## config.mk

```make
export PLATFORM = sky130hd
export DESIGN_NAME = dcdcc_top
export DESIGN_NICKNAME = d
export VERILOG_FILES = /design/src/rtl/dcdcc_pkg.sv /design/src/rtl/dcdcc_div.sv /design/src/rtl/dcdcc_sar.sv /design/src/rtl/dcdcc_top.sv
export SDC_FILE = /design/constraint.sdc
export NUM_CORES = 1
export LEC_CHECK = 0
export BUFFER_PORTS_ARGS = -buffer_cell sky130_fd_sc_hd__buf_2
export CORE_UTILIZATION = 58
export DETAILED_ROUTE_END_ITERATION = 10
export HOLD_SLACK_MARGIN = 0.05
export PLACE_DENSITY = 0.84
export SYNTH_ARGS = -nofsm -noshare
export SYNTH_HDL_FRONTEND = slang
export SYNTH_SLANG_ARGS = --single-unit
```

## constraint.sdc

```tcl
create_clock -name CORE_CLK -period 2.6 [get_ports CORE_CLK]
set_clock_uncertainty 0.05 [all_clocks]
set_input_delay 0.52 -clock CORE_CLK [delete_from_list [all_inputs] [get_ports CORE_CLK]]
set_output_delay 0.52 -clock CORE_CLK [all_outputs]
set_load 0.005 [all_outputs]
```

## src/rtl/dcdcc_pkg.sv

```systemverilog
// constants and types for the converter clock configuration block
// ============================================================
// Notes on behaviour
// RQ1: system clock source is divided by 1, 2, 4 or 8 per divider code.
// RQ2: divider code is ignored while the local oscillator clocks the converter.
// RQ3: source bit 0 picks local oscillator, 1 picks system clock.
// RQ4: invert bit 1 inverts system clock ahead of the divider.
// RQ5: with sync on, polarity 0 inverts SAR clock, 1 passes it straight.
// RQ6: SAR polarity bit has no effect while sync is off.
// RQ7: peak current bit 0 selects low limit, 1 selects high limit.
// RQ8: converter on and asleep: bit 0 ties supply pin to battery, 1 floats.
// RQ9: config bit 7 reads zero; software writes zero there.
// RQ10: core regulator off in sleep, stays on in suspend.
// RQ11: a regulator control bit lets software switch off oscillator bias.
// RQ12: software turns oscillator bias off only when oscillator unused.
// RQ13: sync bit 3 puts ADC tracking in quiet interval, SAR clock locked.
// RQ14: source, divider and invert changes never glitch the converter clock; ST_DRAIN forces it low at once, even inside a divided high phase.
package dcdcc_pkg;

    typedef logic [7:0] dcdcc_byte_t;

    typedef enum logic [1:0] {
        DCDCC_DIV1,
        DCDCC_DIV2,
        DCDCC_DIV4,
        DCDCC_DIV8
    } dcdcc_div_e;

    // ============================================================
    // register addresses
    localparam dcdcc_byte_t ADDR_CLK_CFG  = 8'h96;
    localparam dcdcc_byte_t ADDR_CONV_CTL = 8'h97;
    localparam dcdcc_byte_t ADDR_REG_CTL  = 8'hc9;

    // ============================================================
    // reset values and writable masks
    localparam dcdcc_byte_t CLK_CFG_RST   = 8'h00;
    localparam dcdcc_byte_t CLK_CFG_WMASK = 8'h7f;
    localparam dcdcc_byte_t CONV_CTL_RST  = 8'h21;
    localparam dcdcc_byte_t CONV_CTL_WMASK = 8'hef;
    localparam dcdcc_byte_t REG_CTL_RST   = 8'h10;
    localparam dcdcc_byte_t REG_CTL_WMASK = 8'h10;

    // ============================================================
    // field positions
    localparam int CFG_SRC_BIT    = 0;
    localparam int CFG_SLEEP_BIT  = 1;
    localparam int CFG_PEAK_BIT   = 2;
    localparam int CFG_INV_BIT    = 3;
    localparam int CFG_SARPOL_BIT = 4;
    localparam int CFG_DIV_LSB    = 5;
    localparam int CFG_DIV_MSB    = 6;
    localparam int CFG_RSV_BIT    = 7;
    localparam int CTL_SYNC_BIT   = 3;
    localparam int REG_BIAS_BIT   = 4;

    localparam logic SRC_LOCAL = 1'b0;
    localparam logic SRC_SYS   = 1'b1;

    localparam int HALF_CNT_W = 4;

    // converter clock half period, in core cycles, for a divider code
    function automatic logic [HALF_CNT_W-1:0] half_cycles(
        input logic [1:0] code
    );
        half_cycles = 4'h1 << code;
    endfunction

endpackage

```

## src/rtl/dcdcc_div.sv

```systemverilog
// system clock divider with input inversion for the converter clock
`timescale 1ns/1ps
`default_nettype none
module dcdcc_div
    import dcdcc_pkg::*;
(
    input  wire logic       clk,
    input  wire logic       rst,
    input  wire logic       run,
    input  wire logic [1:0] code,
    input  wire logic       inv,
    output var  logic       conv_q
);
    // ============================================================
    // free running model of the system clock, one phase per cycle
    logic                  sys_q, sys_d;
    logic                  sel_d;
    logic [HALF_CNT_W-1:0] cnt_q, cnt_d;
    logic                  div_q, div_d;
    logic                  conv_d;

    always_comb begin
        sys_d  = ~sys_q;
        sel_d  = sys_d ^ inv;                           // [RQ4]
        cnt_d  = cnt_q;
        div_d  = div_q;
        conv_d = 1'b0;
        if (!run) begin
            cnt_d = '0;
            div_d = 1'b0;
        end else begin
            if (sel_d) begin
                if (cnt_q >= (half_cycles(code) >> 1) - 4'h1) begin // [RQ1]
                    cnt_d = '0;
                    div_d = ~div_q;
                end else begin
                    cnt_d = cnt_q + 4'h1;
                end
            end
            conv_d = (code == DCDCC_DIV1) ? sel_d : div_d; // [RQ1]
        end
    end

    always_ff @(posedge clk) begin
        if (rst) begin
            sys_q  <= 1'b0;
            cnt_q  <= '0;
            div_q  <= 1'b0;
            conv_q <= 1'b0;
        end else begin
            sys_q  <= sys_d;
            cnt_q  <= cnt_d;
            div_q  <= div_d;
            conv_q <= conv_d;
        end
    end
endmodule
`default_nettype wire

```

## src/rtl/dcdcc_sar.sv

```systemverilog
// SAR clock polarity and ADC tracking window while synchronised
`timescale 1ns/1ps
`default_nettype none
module dcdcc_sar
    import dcdcc_pkg::*;
(
    input  wire logic clk,
    input  wire logic rst,
    input  wire logic conv,
    input  wire logic sync,
    input  wire logic pol,
    output var  logic sar_q,
    output var  logic track_q
);
    logic sar_d, track_d;

    always_comb begin
        sar_d   = 1'b0;                                 // [RQ6]
        track_d = 1'b0;
        if (sync) begin
            sar_d   = pol ? conv : ~conv;               // [RQ5] [RQ13]
            track_d = ~conv;                            // [RQ13]
        end
    end

    always_ff @(posedge clk) begin
        if (rst) begin
            sar_q   <= 1'b0;
            track_q <= 1'b0;
        end else begin
            sar_q   <= sar_d;
            track_q <= track_d;
        end
    end
endmodule
`default_nettype wire

```

## src/rtl/dcdcc_top.sv

```systemverilog
// converter clock configuration registers, clock switch and power controls
`timescale 1ns/1ps
`default_nettype none
module dcdcc_top
    import dcdcc_pkg::*;
(
    input  wire logic               CORE_CLK,
    input  wire logic               RESET,
    input  wire dcdcc_pkg::dcdcc_byte_t SFR_ADDR,
    input  wire logic               SFR_WR,
    input  wire logic               SFR_RD,
    input  wire dcdcc_pkg::dcdcc_byte_t SFR_WDATA,
    output var  dcdcc_pkg::dcdcc_byte_t SFR_RDATA,
    input  wire logic               LOCAL_OSC,
    input  wire logic               DCDC_EN,
    input  wire logic               SLEEP,
    input  wire logic               SUSPEND,
    output var  logic               CONV_CLK,
    output var  logic               SAR_CLK,
    output var  logic               ADC_TRACK,
    output var  logic               PEAK_CUR_HIGH,
    output var  logic               SUPPLY_TO_BAT,
    output var  logic               SUPPLY_FLOAT,
    output var  logic               CORE_REG_EN,
    output var  logic               OSC_BIAS_EN
);
    // ============================================================
    // register file
    dcdcc_byte_t cfg_q, cfg_d;
    dcdcc_byte_t ctl_q, ctl_d;
    dcdcc_byte_t reg_q, reg_d;
    dcdcc_byte_t rdata_d;

    function automatic dcdcc_byte_t wmerge(
        input dcdcc_byte_t old,
        input dcdcc_byte_t wdata,
        input dcdcc_byte_t mask
    );
        wmerge = (old & ~mask) | (wdata & mask);
    endfunction

    always_comb begin
        cfg_d = cfg_q;
        ctl_d = ctl_q;
        reg_d = reg_q;
        if (SFR_WR) begin
            unique case (SFR_ADDR)
                ADDR_CLK_CFG: begin
                    // reserved top bit is never stored
                    cfg_d = wmerge(cfg_q, SFR_WDATA, CLK_CFG_WMASK); // [RQ9]
                end
                ADDR_CONV_CTL: begin
                    ctl_d = wmerge(ctl_q, SFR_WDATA, CONV_CTL_WMASK);
                end
                ADDR_REG_CTL: begin
                    reg_d = wmerge(reg_q, SFR_WDATA, REG_CTL_WMASK); // [RQ11]
                end
                default: begin
                end
            endcase
        end
    end

    always_comb begin
        rdata_d = 8'h00;
        if (SFR_RD) begin
            unique case (SFR_ADDR)
                ADDR_CLK_CFG:  rdata_d = cfg_q & CLK_CFG_WMASK; // [RQ9]
                ADDR_CONV_CTL: rdata_d = ctl_q;
                ADDR_REG_CTL:  rdata_d = reg_q & REG_CTL_WMASK;
                default:       rdata_d = 8'h00;
            endcase
        end
    end

    always_ff @(posedge CORE_CLK) begin
        if (RESET) begin
            cfg_q     <= CLK_CFG_RST;
            ctl_q     <= CONV_CTL_RST;
            reg_q     <= REG_CTL_RST;
            SFR_RDATA <= 8'h00;
        end else begin
            cfg_q     <= cfg_d;
            ctl_q     <= ctl_d;
            reg_q     <= reg_d;
            SFR_RDATA <= rdata_d;
        end
    end

    // ============================================================
    // clock switch: settings move to the active copy only while parked low
    typedef enum logic [1:0] {
        ST_RUN,
        ST_DRAIN,
        ST_PARK
    } dcdcc_sw_e;

    dcdcc_sw_e  st_q, st_d;
    logic       src_q, src_d;
    logic [1:0] div_q, div_d;
    logic       inv_q, inv_d;
    logic       run_q, run_d;
    logic       conv_d;
    logic       div_clk;
    logic       want_src;
    logic [1:0] want_div;
    logic       want_inv;
    logic       differs;

    always_comb begin
        want_src = cfg_q[CFG_SRC_BIT];
        want_div = cfg_q[CFG_DIV_MSB:CFG_DIV_LSB];
        want_inv = cfg_q[CFG_INV_BIT];
        // divider and invert only matter with the system clock selected
        differs  = (want_src != src_q) ||
                   (want_src == SRC_SYS &&
                    (want_div != div_q || want_inv != inv_q)); // [RQ2]
    end

    always_comb begin
        st_d  = st_q;
        src_d = src_q;
        div_d = div_q;
        inv_d = inv_q;
        unique case (st_q)
            ST_RUN: begin
                if (differs) begin
                    st_d = ST_DRAIN;
                end
            end
            ST_DRAIN: begin
                // leave only once the present clock is already low
                if (!CONV_CLK) begin                    // [RQ14]
                    st_d  = ST_PARK;
                    src_d = want_src;
                    div_d = want_div;
                    inv_d = want_inv;
                end
            end
            ST_PARK: begin
                // local oscillator may be high; wait for its low phase
                if (src_q == SRC_SYS || !LOCAL_OSC) begin // [RQ14]
                    st_d = ST_RUN;
                end
            end
        endcase
        run_d = (st_d == ST_RUN) && (src_d == SRC_SYS);
    end

    always_comb begin
        conv_d = 1'b0;                                  // [RQ14]
        if (st_q == ST_RUN) begin
            if (src_q == SRC_SYS) begin                 // [RQ3]
                conv_d = div_clk;                       // [RQ1]
            end else begin
                conv_d = LOCAL_OSC;                     // [RQ2] [RQ3]
            end
        end
    end

    always_ff @(posedge CORE_CLK) begin
        if (RESET) begin
            st_q     <= ST_RUN;
            src_q    <= SRC_LOCAL;
            div_q    <= DCDCC_DIV1;
            inv_q    <= 1'b0;
            run_q    <= 1'b0;
            CONV_CLK <= 1'b0;
        end else begin
            st_q     <= st_d;
            src_q    <= src_d;
            div_q    <= div_d;
            inv_q    <= inv_d;
            run_q    <= run_d;
            CONV_CLK <= conv_d;
        end
    end

    dcdcc_div u_div (
        .clk    (CORE_CLK),
        .rst    (RESET),
        .run    (run_q),
        .code   (div_q),
        .inv    (inv_q),
        .conv_q (div_clk)
    );

    dcdcc_sar u_sar (
        .clk     (CORE_CLK),
        .rst     (RESET),
        .conv    (CONV_CLK),
        .sync    (ctl_q[CTL_SYNC_BIT]),
        .pol     (cfg_q[CFG_SARPOL_BIT]),
        .sar_q   (SAR_CLK),
        .track_q (ADC_TRACK)
    );

    // ============================================================
    // power controls
    logic peak_d, bat_d, float_d, core_d, bias_d;

    always_comb begin
        peak_d  = cfg_q[CFG_PEAK_BIT];                  // [RQ7]
        bat_d   = DCDC_EN && SLEEP && !cfg_q[CFG_SLEEP_BIT]; // [RQ8]
        float_d = DCDC_EN && SLEEP && cfg_q[CFG_SLEEP_BIT];  // [RQ8]
        core_d  = !SLEEP;                               // [RQ10]
        bias_d  = reg_q[REG_BIAS_BIT];                  // [RQ11]
    end

    always_ff @(posedge CORE_CLK) begin
        if (RESET) begin
            PEAK_CUR_HIGH <= 1'b0;
            SUPPLY_TO_BAT <= 1'b0;
            SUPPLY_FLOAT  <= 1'b0;
            CORE_REG_EN   <= 1'b1;
            OSC_BIAS_EN   <= 1'b1;
        end else begin
            PEAK_CUR_HIGH <= peak_d;
            SUPPLY_TO_BAT <= bat_d;
            SUPPLY_FLOAT  <= float_d;
            CORE_REG_EN   <= core_d;
            OSC_BIAS_EN   <= bias_d;
        end
    end
endmodule
`default_nettype wire
```

==> results of run 1 <==
-- worst reg2reg max path: stages (launching register included) --
cell	delay (ps)
dfxtp_1	400
inv_1	70
ha_1	210
inv_1	110
ha_1	250
a21oi_1	270
o21ai_0	260
a221oi_1	320
-- routing by layer --
layer  global-route usage [%]  up-vias  part of all wire [%]
li1                         -      768                     -
met1                     26.6      688                    48
met2                     33.9       41                    45
met3                     6.61        6                   5.6
met4                     7.79        0                   1.5
met5                        0        -                     0
-- kinds of logic (layout without fill, tap and decap cells) --
family / after synthesis / in the layout / synth area share [%]
AO/OA/AOI/OAI: 22 / 22 / 7.93
XOR/XNOR: 8 / 8 / 3.90
adder cells (fa/ha/maj): 10 / 10 / 6.30
buffers and inverters: 16 / 56 / 3.15
flip-flops: 45 / 45 / 45.3
multiplexers: 22 / 22 / 11.1
AND/OR/NAND/NOR: 74 / 74 / 22.3
-- layout by cell type, fill, tap and decap left out, types with 2 or more instances in the layout --
master    instances
dfxtp_1          45
buf_2            38
nor2_1           30
mux2i_1          22
ha_1             10
inv_1             9
nand2_1           8
nand2b_1          5
nor2b_1           5
clkbuf_4          5
a21oi_1           4
xor2_1            4
nor3b_1           4
nand3_1           3
o21ai_0           3
and4bb_2          3
xnor2_1           3
or3_1             2
nor4_1            2
a31oi_1           2
a211oi_1          2
and4_1            2
a221oi_1          2
a211o_1           2
-- power by group through the flow --
stage | clock network [mW] | registers, mW | logic, mW
3_3_place_gp | 0 | 0.712 | 0.0600
4_1_cts | 0.459 | 0.697 | 0.0611
3_5_place_dp | 0 | 0.712 | 0.0610
2_1_floorplan | 0 | 0.712 | 0.0296
6_report | 0.449 | 0.697 | 0.0607
5_1_grt | 0.485 | 0.698 | 0.0661
-- flip-flops by register name, summed over array words and instances, names as in the netlist, 2 cells and up --
signal       count
SFR_RDATA        8
cfg_q            7
ctl_q            7
u_div.cnt_q      4
div_q            2
st_q             2
-- metrics by stage --
stage | cell area (um^2) | instances | worst slack [ps] | hold slack (ps) | utilization [%]
4_1_cts | 2300 | 281 | 582 | 305 | 72.9
3_5_place_dp | 2210 | 273 | 617 | 369 | 70.1
6_report | 2300 | 281 | 570 | 312 | 72.9
3_3_place_gp | 2210 | 273 | 634 | 369 | 70.1
5_1_grt | 2300 | 281 | 339 | 301 | 72.9
2_1_floorplan | 1990 | 197 | 862 | 359 | -
-- layout make-up --
| cell class | instances | area (um^2) | share of cell area (%) |
|---|---|---|---|
| tap | 44 | 55.1 | 2.39 |
| multi-input combinational | 136 | 1020 | 44.5 |
| clock inverter | 2 | 37.5 | 1.63 |
| inverter | 9 | 33.8 | 1.47 |
| timing repair buffer | 39 | 198 | 8.60 |
| clock buffer | 6 | 51.3 | 2.23 |
| sequential | 45 | 901 | 39.2 |
-- how the worst max path moves through the flow --
stage / start / to / cells past startpoint
detailed placement: div_q[0]$_SDFFE_PP0P_ / u_div.cnt_q[1]$_SDFFE_PP0P_ / 7
floorplan: div_q[0]$_SDFFE_PP0P_ / u_div.cnt_q[0]$_SDFFE_PP0P_ / 7
finish: div_q[0]$_SDFFE_PP0P_ / u_div.cnt_q[0]$_SDFFE_PP0P_ / 7
CTS: div_q[0]$_SDFFE_PP0P_ / u_div.cnt_q[1]$_SDFFE_PP0P_ / 7
global placement: SFR_ADDR[0] / ctl_q[0]$_SDFFE_PP1P_ / 5
global route: div_q[0]$_SDFFE_PP0P_ / u_div.cnt_q[1]$_SDFFE_PP0P_ / 7
==> metrics, run 1 <==
All-Layer GR Usage 21.0%; crit path buf inv count 2; final layout net count 270; GP Congestion 0.782; Remaining DRCs 0; FP Rows 20; die width 60.5 um; clk slew on worst S/H paths 130 ps; worst skew pair latency 350 ps; routed via count 1503; Clk pwr share 37.2%; area of the die 3660 um^2; diode count 0; Slowest cell on crit path dfxtp_1; Port Buf Inserts 38; HP Start SLEEP; CTS Hold Buffers Added 0; Seq/Total Area, Yosys 45.3%; PostCTS Resize Cnt 0; H-tree depth 2; EDFF count, synth 0; combinational share of power 5.0%; CTS tree built; top-area cell type share of the netlist area 45.3%; most common flop cell mapped by yosys dfxtp_1; global-route wire length before repair 5.69 mm; crit path DAT 2250 ps; r2r worst-path depth 7; Root Driver clkbuf_4; WL final 3.47 mm; Synth area leader dfxtp_1; vias in the first global route 1372; Power Dens Cells 525 nW/um^2; I/O pins 40; antenna violations before repair 0; Sum Neg Setup Slack 0 ps; Cells after Synth 197; CTS sink cnt 45; Syn Nets 231; Core Box Area 3150 um^2; reg2reg start div_q[0]$_SDFFE_PP0P_; total grt overflow 0; top cells by area, synth dfxtp_1, mux2i_1, ha_1; most common library cells after synthesis dfxtp_1, nor2_1, mux2i_1; drt pass-1 iters 4; max cap viols 0; NetSw 257 uW; CP required 2820 ps; YS warnings 0; status completed; CP Launch Type flop; clock buffer depth 2; final period utilization 78.1%; die height 60.5 um; Worst path max stage delay 400 ps; CP Max Fanout 4; final hold vios 0; register share of total power 57.7%; hold depth 2; Filler cells 244; total power 1.21 mW; CP endpoint kind flop; post-route ant nets 0; top-count cell post-synth dfxtp_1; R2R Setup Slk 570 ps; Via density 5.35; R2R Path End u_div.cnt_q[0]$_SDFFE_PP0P_; RSZ-0062 raised after global routing false; CP delay by family, top compound AO/OA/AOI/OAI gates; area of the mapped netlist 1990 um^2; largest net degree at the start of global routing 28; synthesized area per cell 10.1 um^2; internal power 950 uW; VDD IR max 0.485 mV; starting density of the core 63.0%; slew of the pin with the lowest slew margin 657 ps; share of cells above drive strength 1 23.2%; HP Class primary input to flop; post-DP HPWL 2.62 mm; Hold Path End CORE_REG_EN$_SDFF_PP1_; initial DRC count 45; CP Class flop to flop; CTS buffer count 5; P&R area growth vs syn 15.7%; Netlist cell types 42; fraction of registers with async set/reset 0%; final setup violating endpoints 0; Slew HR 55.9%; crit-path cells inv_1 -> ha_1 -> inv_1 -> ha_1 -> a21oi_1 -> o21ai_0 -> a221oi_1; sw frac 21.3%; Setup Buffers After CTS 0; fmax 0.493 GHz; routed len/inst 12.3 um; Lkg Pwr 0.953 nW; synthesized flop and latch total 45; minimum clock period 2030 ps; Final Slew Violations 0
(Power assumes the default switching activity.)
==> run 2: changes to the inputs <==
ABC_AREA = 1   (was default)
CORE_UTILIZATION = 54   (was 58)
PLACE_DENSITY = 0.78   (was 0.84)
clock period = 2 ns   (was 2.6 ns; I/O delays follow)
==> run 2 against run 1 <==
Design area rose by 1.2%. Register-to-register slack got worse by 290 ps. Non-clock buffer count rose by 2. Sequential share of layout area fell by 0.46 points. Power rose by 27%. Setup slack got worse by 290 ps. Sequential power rose by 30%. Clock power rose by 22%. Via count rose by 16%. Largest power group unchanged.
==> metrics, run 2 <==
Slew HR 72.4%; Largest Register SFR_RDATA; main combinational cell family by area after synthesis simple AND/OR/NAND/NOR gates; most common cell after layout, fill and taps aside nand2_1; compound-gate portion of the synthesized area 6.99%; top-count cell post-synth nand2_1; mux cell area share after synthesis 0.499%; final cell count without fillers 353; area share of fa/ha/maj cells after synthesis 6.24%; area of the mapped netlist 2010 um^2; crit-path cells inv_1 -> ha_1 -> ha_1 -> nand2_1 -> nand2_1 -> nand2_1 -> nand3_1 -> nand2_1 -> nand2_1 -> nand3_1 -> nand2_1 -> inv_1; PostCTS Resize Cnt 0; total grt overflow 0; Cells after Synth 266; final setup violating endpoints 0; vias in the first global route 1490; Power Dens Cells 660 nW/um^2; Largest regs SFR_RDATA: 8 flops, cfg_q: 7 flops, ctl_q: 7 flops; EDFF count, synth 0; status completed; area of the die 3960 um^2; CTS buffer count 5; initial DRC count 86; Via density 4.94; CP endpoint kind flop; sw frac 21.4%; Final Slew Violations 0; Lkg Pwr 1.09 nW; share of cells above drive strength 1 19.9%; CP Class flop to flop; minimum clock period 1720 ps; die height 62.9 um; Post-Synth Simple-Gate Area 30.3%; top-area cell type share of the netlist area 44.9%; synthesized area per cell 7.54 um^2; Worst path max stage delay 330 ps; Sum Neg Setup Slack 0 ps; worst skew pair latency 290 ps; YS warnings 0; dpl cells 346; slew of the pin with the lowest slew margin 411 ps; internal power 1.21 mW; CP Max Fanout 4; most common flop cell mapped by yosys dfxtp_1; final hold vios 0; Root Driver clkbuf_8; global routing's busiest layer met2; CTS tree built; NetSw 329 uW; CP delay by family, top adder cells; final layout net count 341; max cap viols 0; antenna violations before repair 0; post-route ant nets 0; GP Congestion 0.782; clk slew on worst S/H paths 80 ps; Port Buf Inserts 38; drt pass-1 iters 4; largest net degree at the start of global routing 19; CP required 2150 ps; Syn Nets 300; RSZ-0062 raised after global routing false; fraction of registers with async set/reset 0%; Clk pwr share 35.7%; final period utilization 85.8%; clock buffer depth 2; H-tree depth 2; Synth area leader dfxtp_1; met2 Use GR 32.0%; CP Launch Type flop; All-Layer GR Usage 20.8%; routed len/inst 10.6 um; Core Box Area 3440 um^2; Synth Area in XOR/XNOR 2.56%; Remaining DRCs 0; Slowest cell on crit path dfxtp_1; most frequent cells in the layout nand2_1, dfxtp_1, buf_2; HP Class primary input to flop; Setup Buffers After CTS 0; I/O pins 40; most common library cells after synthesis nand2_1, dfxtp_1, inv_1; post-DP HPWL 2.80 mm; diode count 0; global-route wire length before repair 6.47 mm; grt met1 use 27.9%; synthesized flop and latch total 45; FP Rows 21; combinational share of power 5.3%; fmax 0.583 GHz; top cells by area, synth dfxtp_1, nand2_1, ha_1; Netlist cell types 27; Filler cells 319; crit path buf inv count 2; starting density of the core 58.3%; VDD IR max 0.606 mV; die width 62.9 um; P&R area growth vs syn 16.0%; crit path DAT 1860 ps; Top cell by count, worst path nand2_1; register share of total power 59.0%; CTS Hold Buffers Added 0; routed via count 1744; max reg flops 8; WL final 3.76 mm; Seq/Total Area, Yosys 44.9%; met3 Usage GRT 4.93%; CTS sink cnt 45
==> run 2: cell count changes after synthesis, sizes merged, moves of 6 or more <==
cell,previous run,this run
nand3,3,25
nand2b,6,0
nand2,8,71
a21oi,4,19
inv,9,36
mux2i,22,1
==> run 2: cell type report <==
cell class	instances	area [um^2]	area share [%]
well taps	46	57.6	2.47
repair buffers	41	213	9.14
inverters	36	135	5.81
clock buffers	7	86.3	3.71
multi-input cells	178	935	40.2
flip-flops and latches	45	901	38.7
==> run 2: path summary, 6_finish.rpt <==
path	start	end	slack, ps	cells past startpoint
min reg2reg	cfg_q[2]$_SDFFE_PP0P_	PEAK_CUR_HIGH$_SDFF_PP0_	390	2
max	div_q[0]$_SDFFE_PP0P_	u_div.conv_q$_SDFF_PP0_	280	12
min	SLEEP	CORE_REG_EN$_SDFF_PP1_	270	2
max reg2reg	div_q[0]$_SDFFE_PP0P_	u_div.conv_q$_SDFF_PP0_	280	12
==> run 2: kinds of logic (layout without fill, tap and decap cells) <==
logic type | Yosys count | count (layout)
buffers and inverters | 43 | 84
xor gates and xnor gates | 5 | 5
and+or+nand+nor | 135 | 135
adders and majority gates | 10 | 10
muxes | 1 | 1
DFF | 45 | 45
AOI/OAI and AO/OA | 27 | 27
==> run 2: metal layers <==
layer / vias to the layer above / routed length [um] / part of all wire [%]
met2: 50 / 1630 / 43
met5: - / 0 / 0
met4: 0 / 55 / 1.5
met1: 766 / 1830 / 49
met3: 6 / 233 / 6.2
li1: 922 / - / -
==> run 2: power by group through the flow <==
| stage | clock [mW] | sequential [mW] | combinational (mW) |
|---|---|---|---|
| 2_1_floorplan | 0 | 0.926 | 0.0421 |
| 4_1_cts | 0.560 | 0.905 | 0.0821 |
| 5_1_grt | 0.597 | 0.906 | 0.0911 |
| 3_5_place_dp | 0 | 0.926 | 0.0818 |
| 6_report | 0.548 | 0.905 | 0.0818 |
| 3_3_place_gp | 0 | 0.926 | 0.0800 |
==> run 2: stage by stage <==
step	total power [mW]	hold WS (ps)	cell area, um^2	utilization, %	setup WS (ps)
final	1.54	270	2330	67.6	284
after global routing	1.59	293	2330	67.6	118
after CTS	1.55	268	2330	67.6	272
after detailed placement	1.01	378	2240	65.1	277
after global placement	1.01	375	2240	65.1	334
after floorplan	0.968	366	2010	-	423
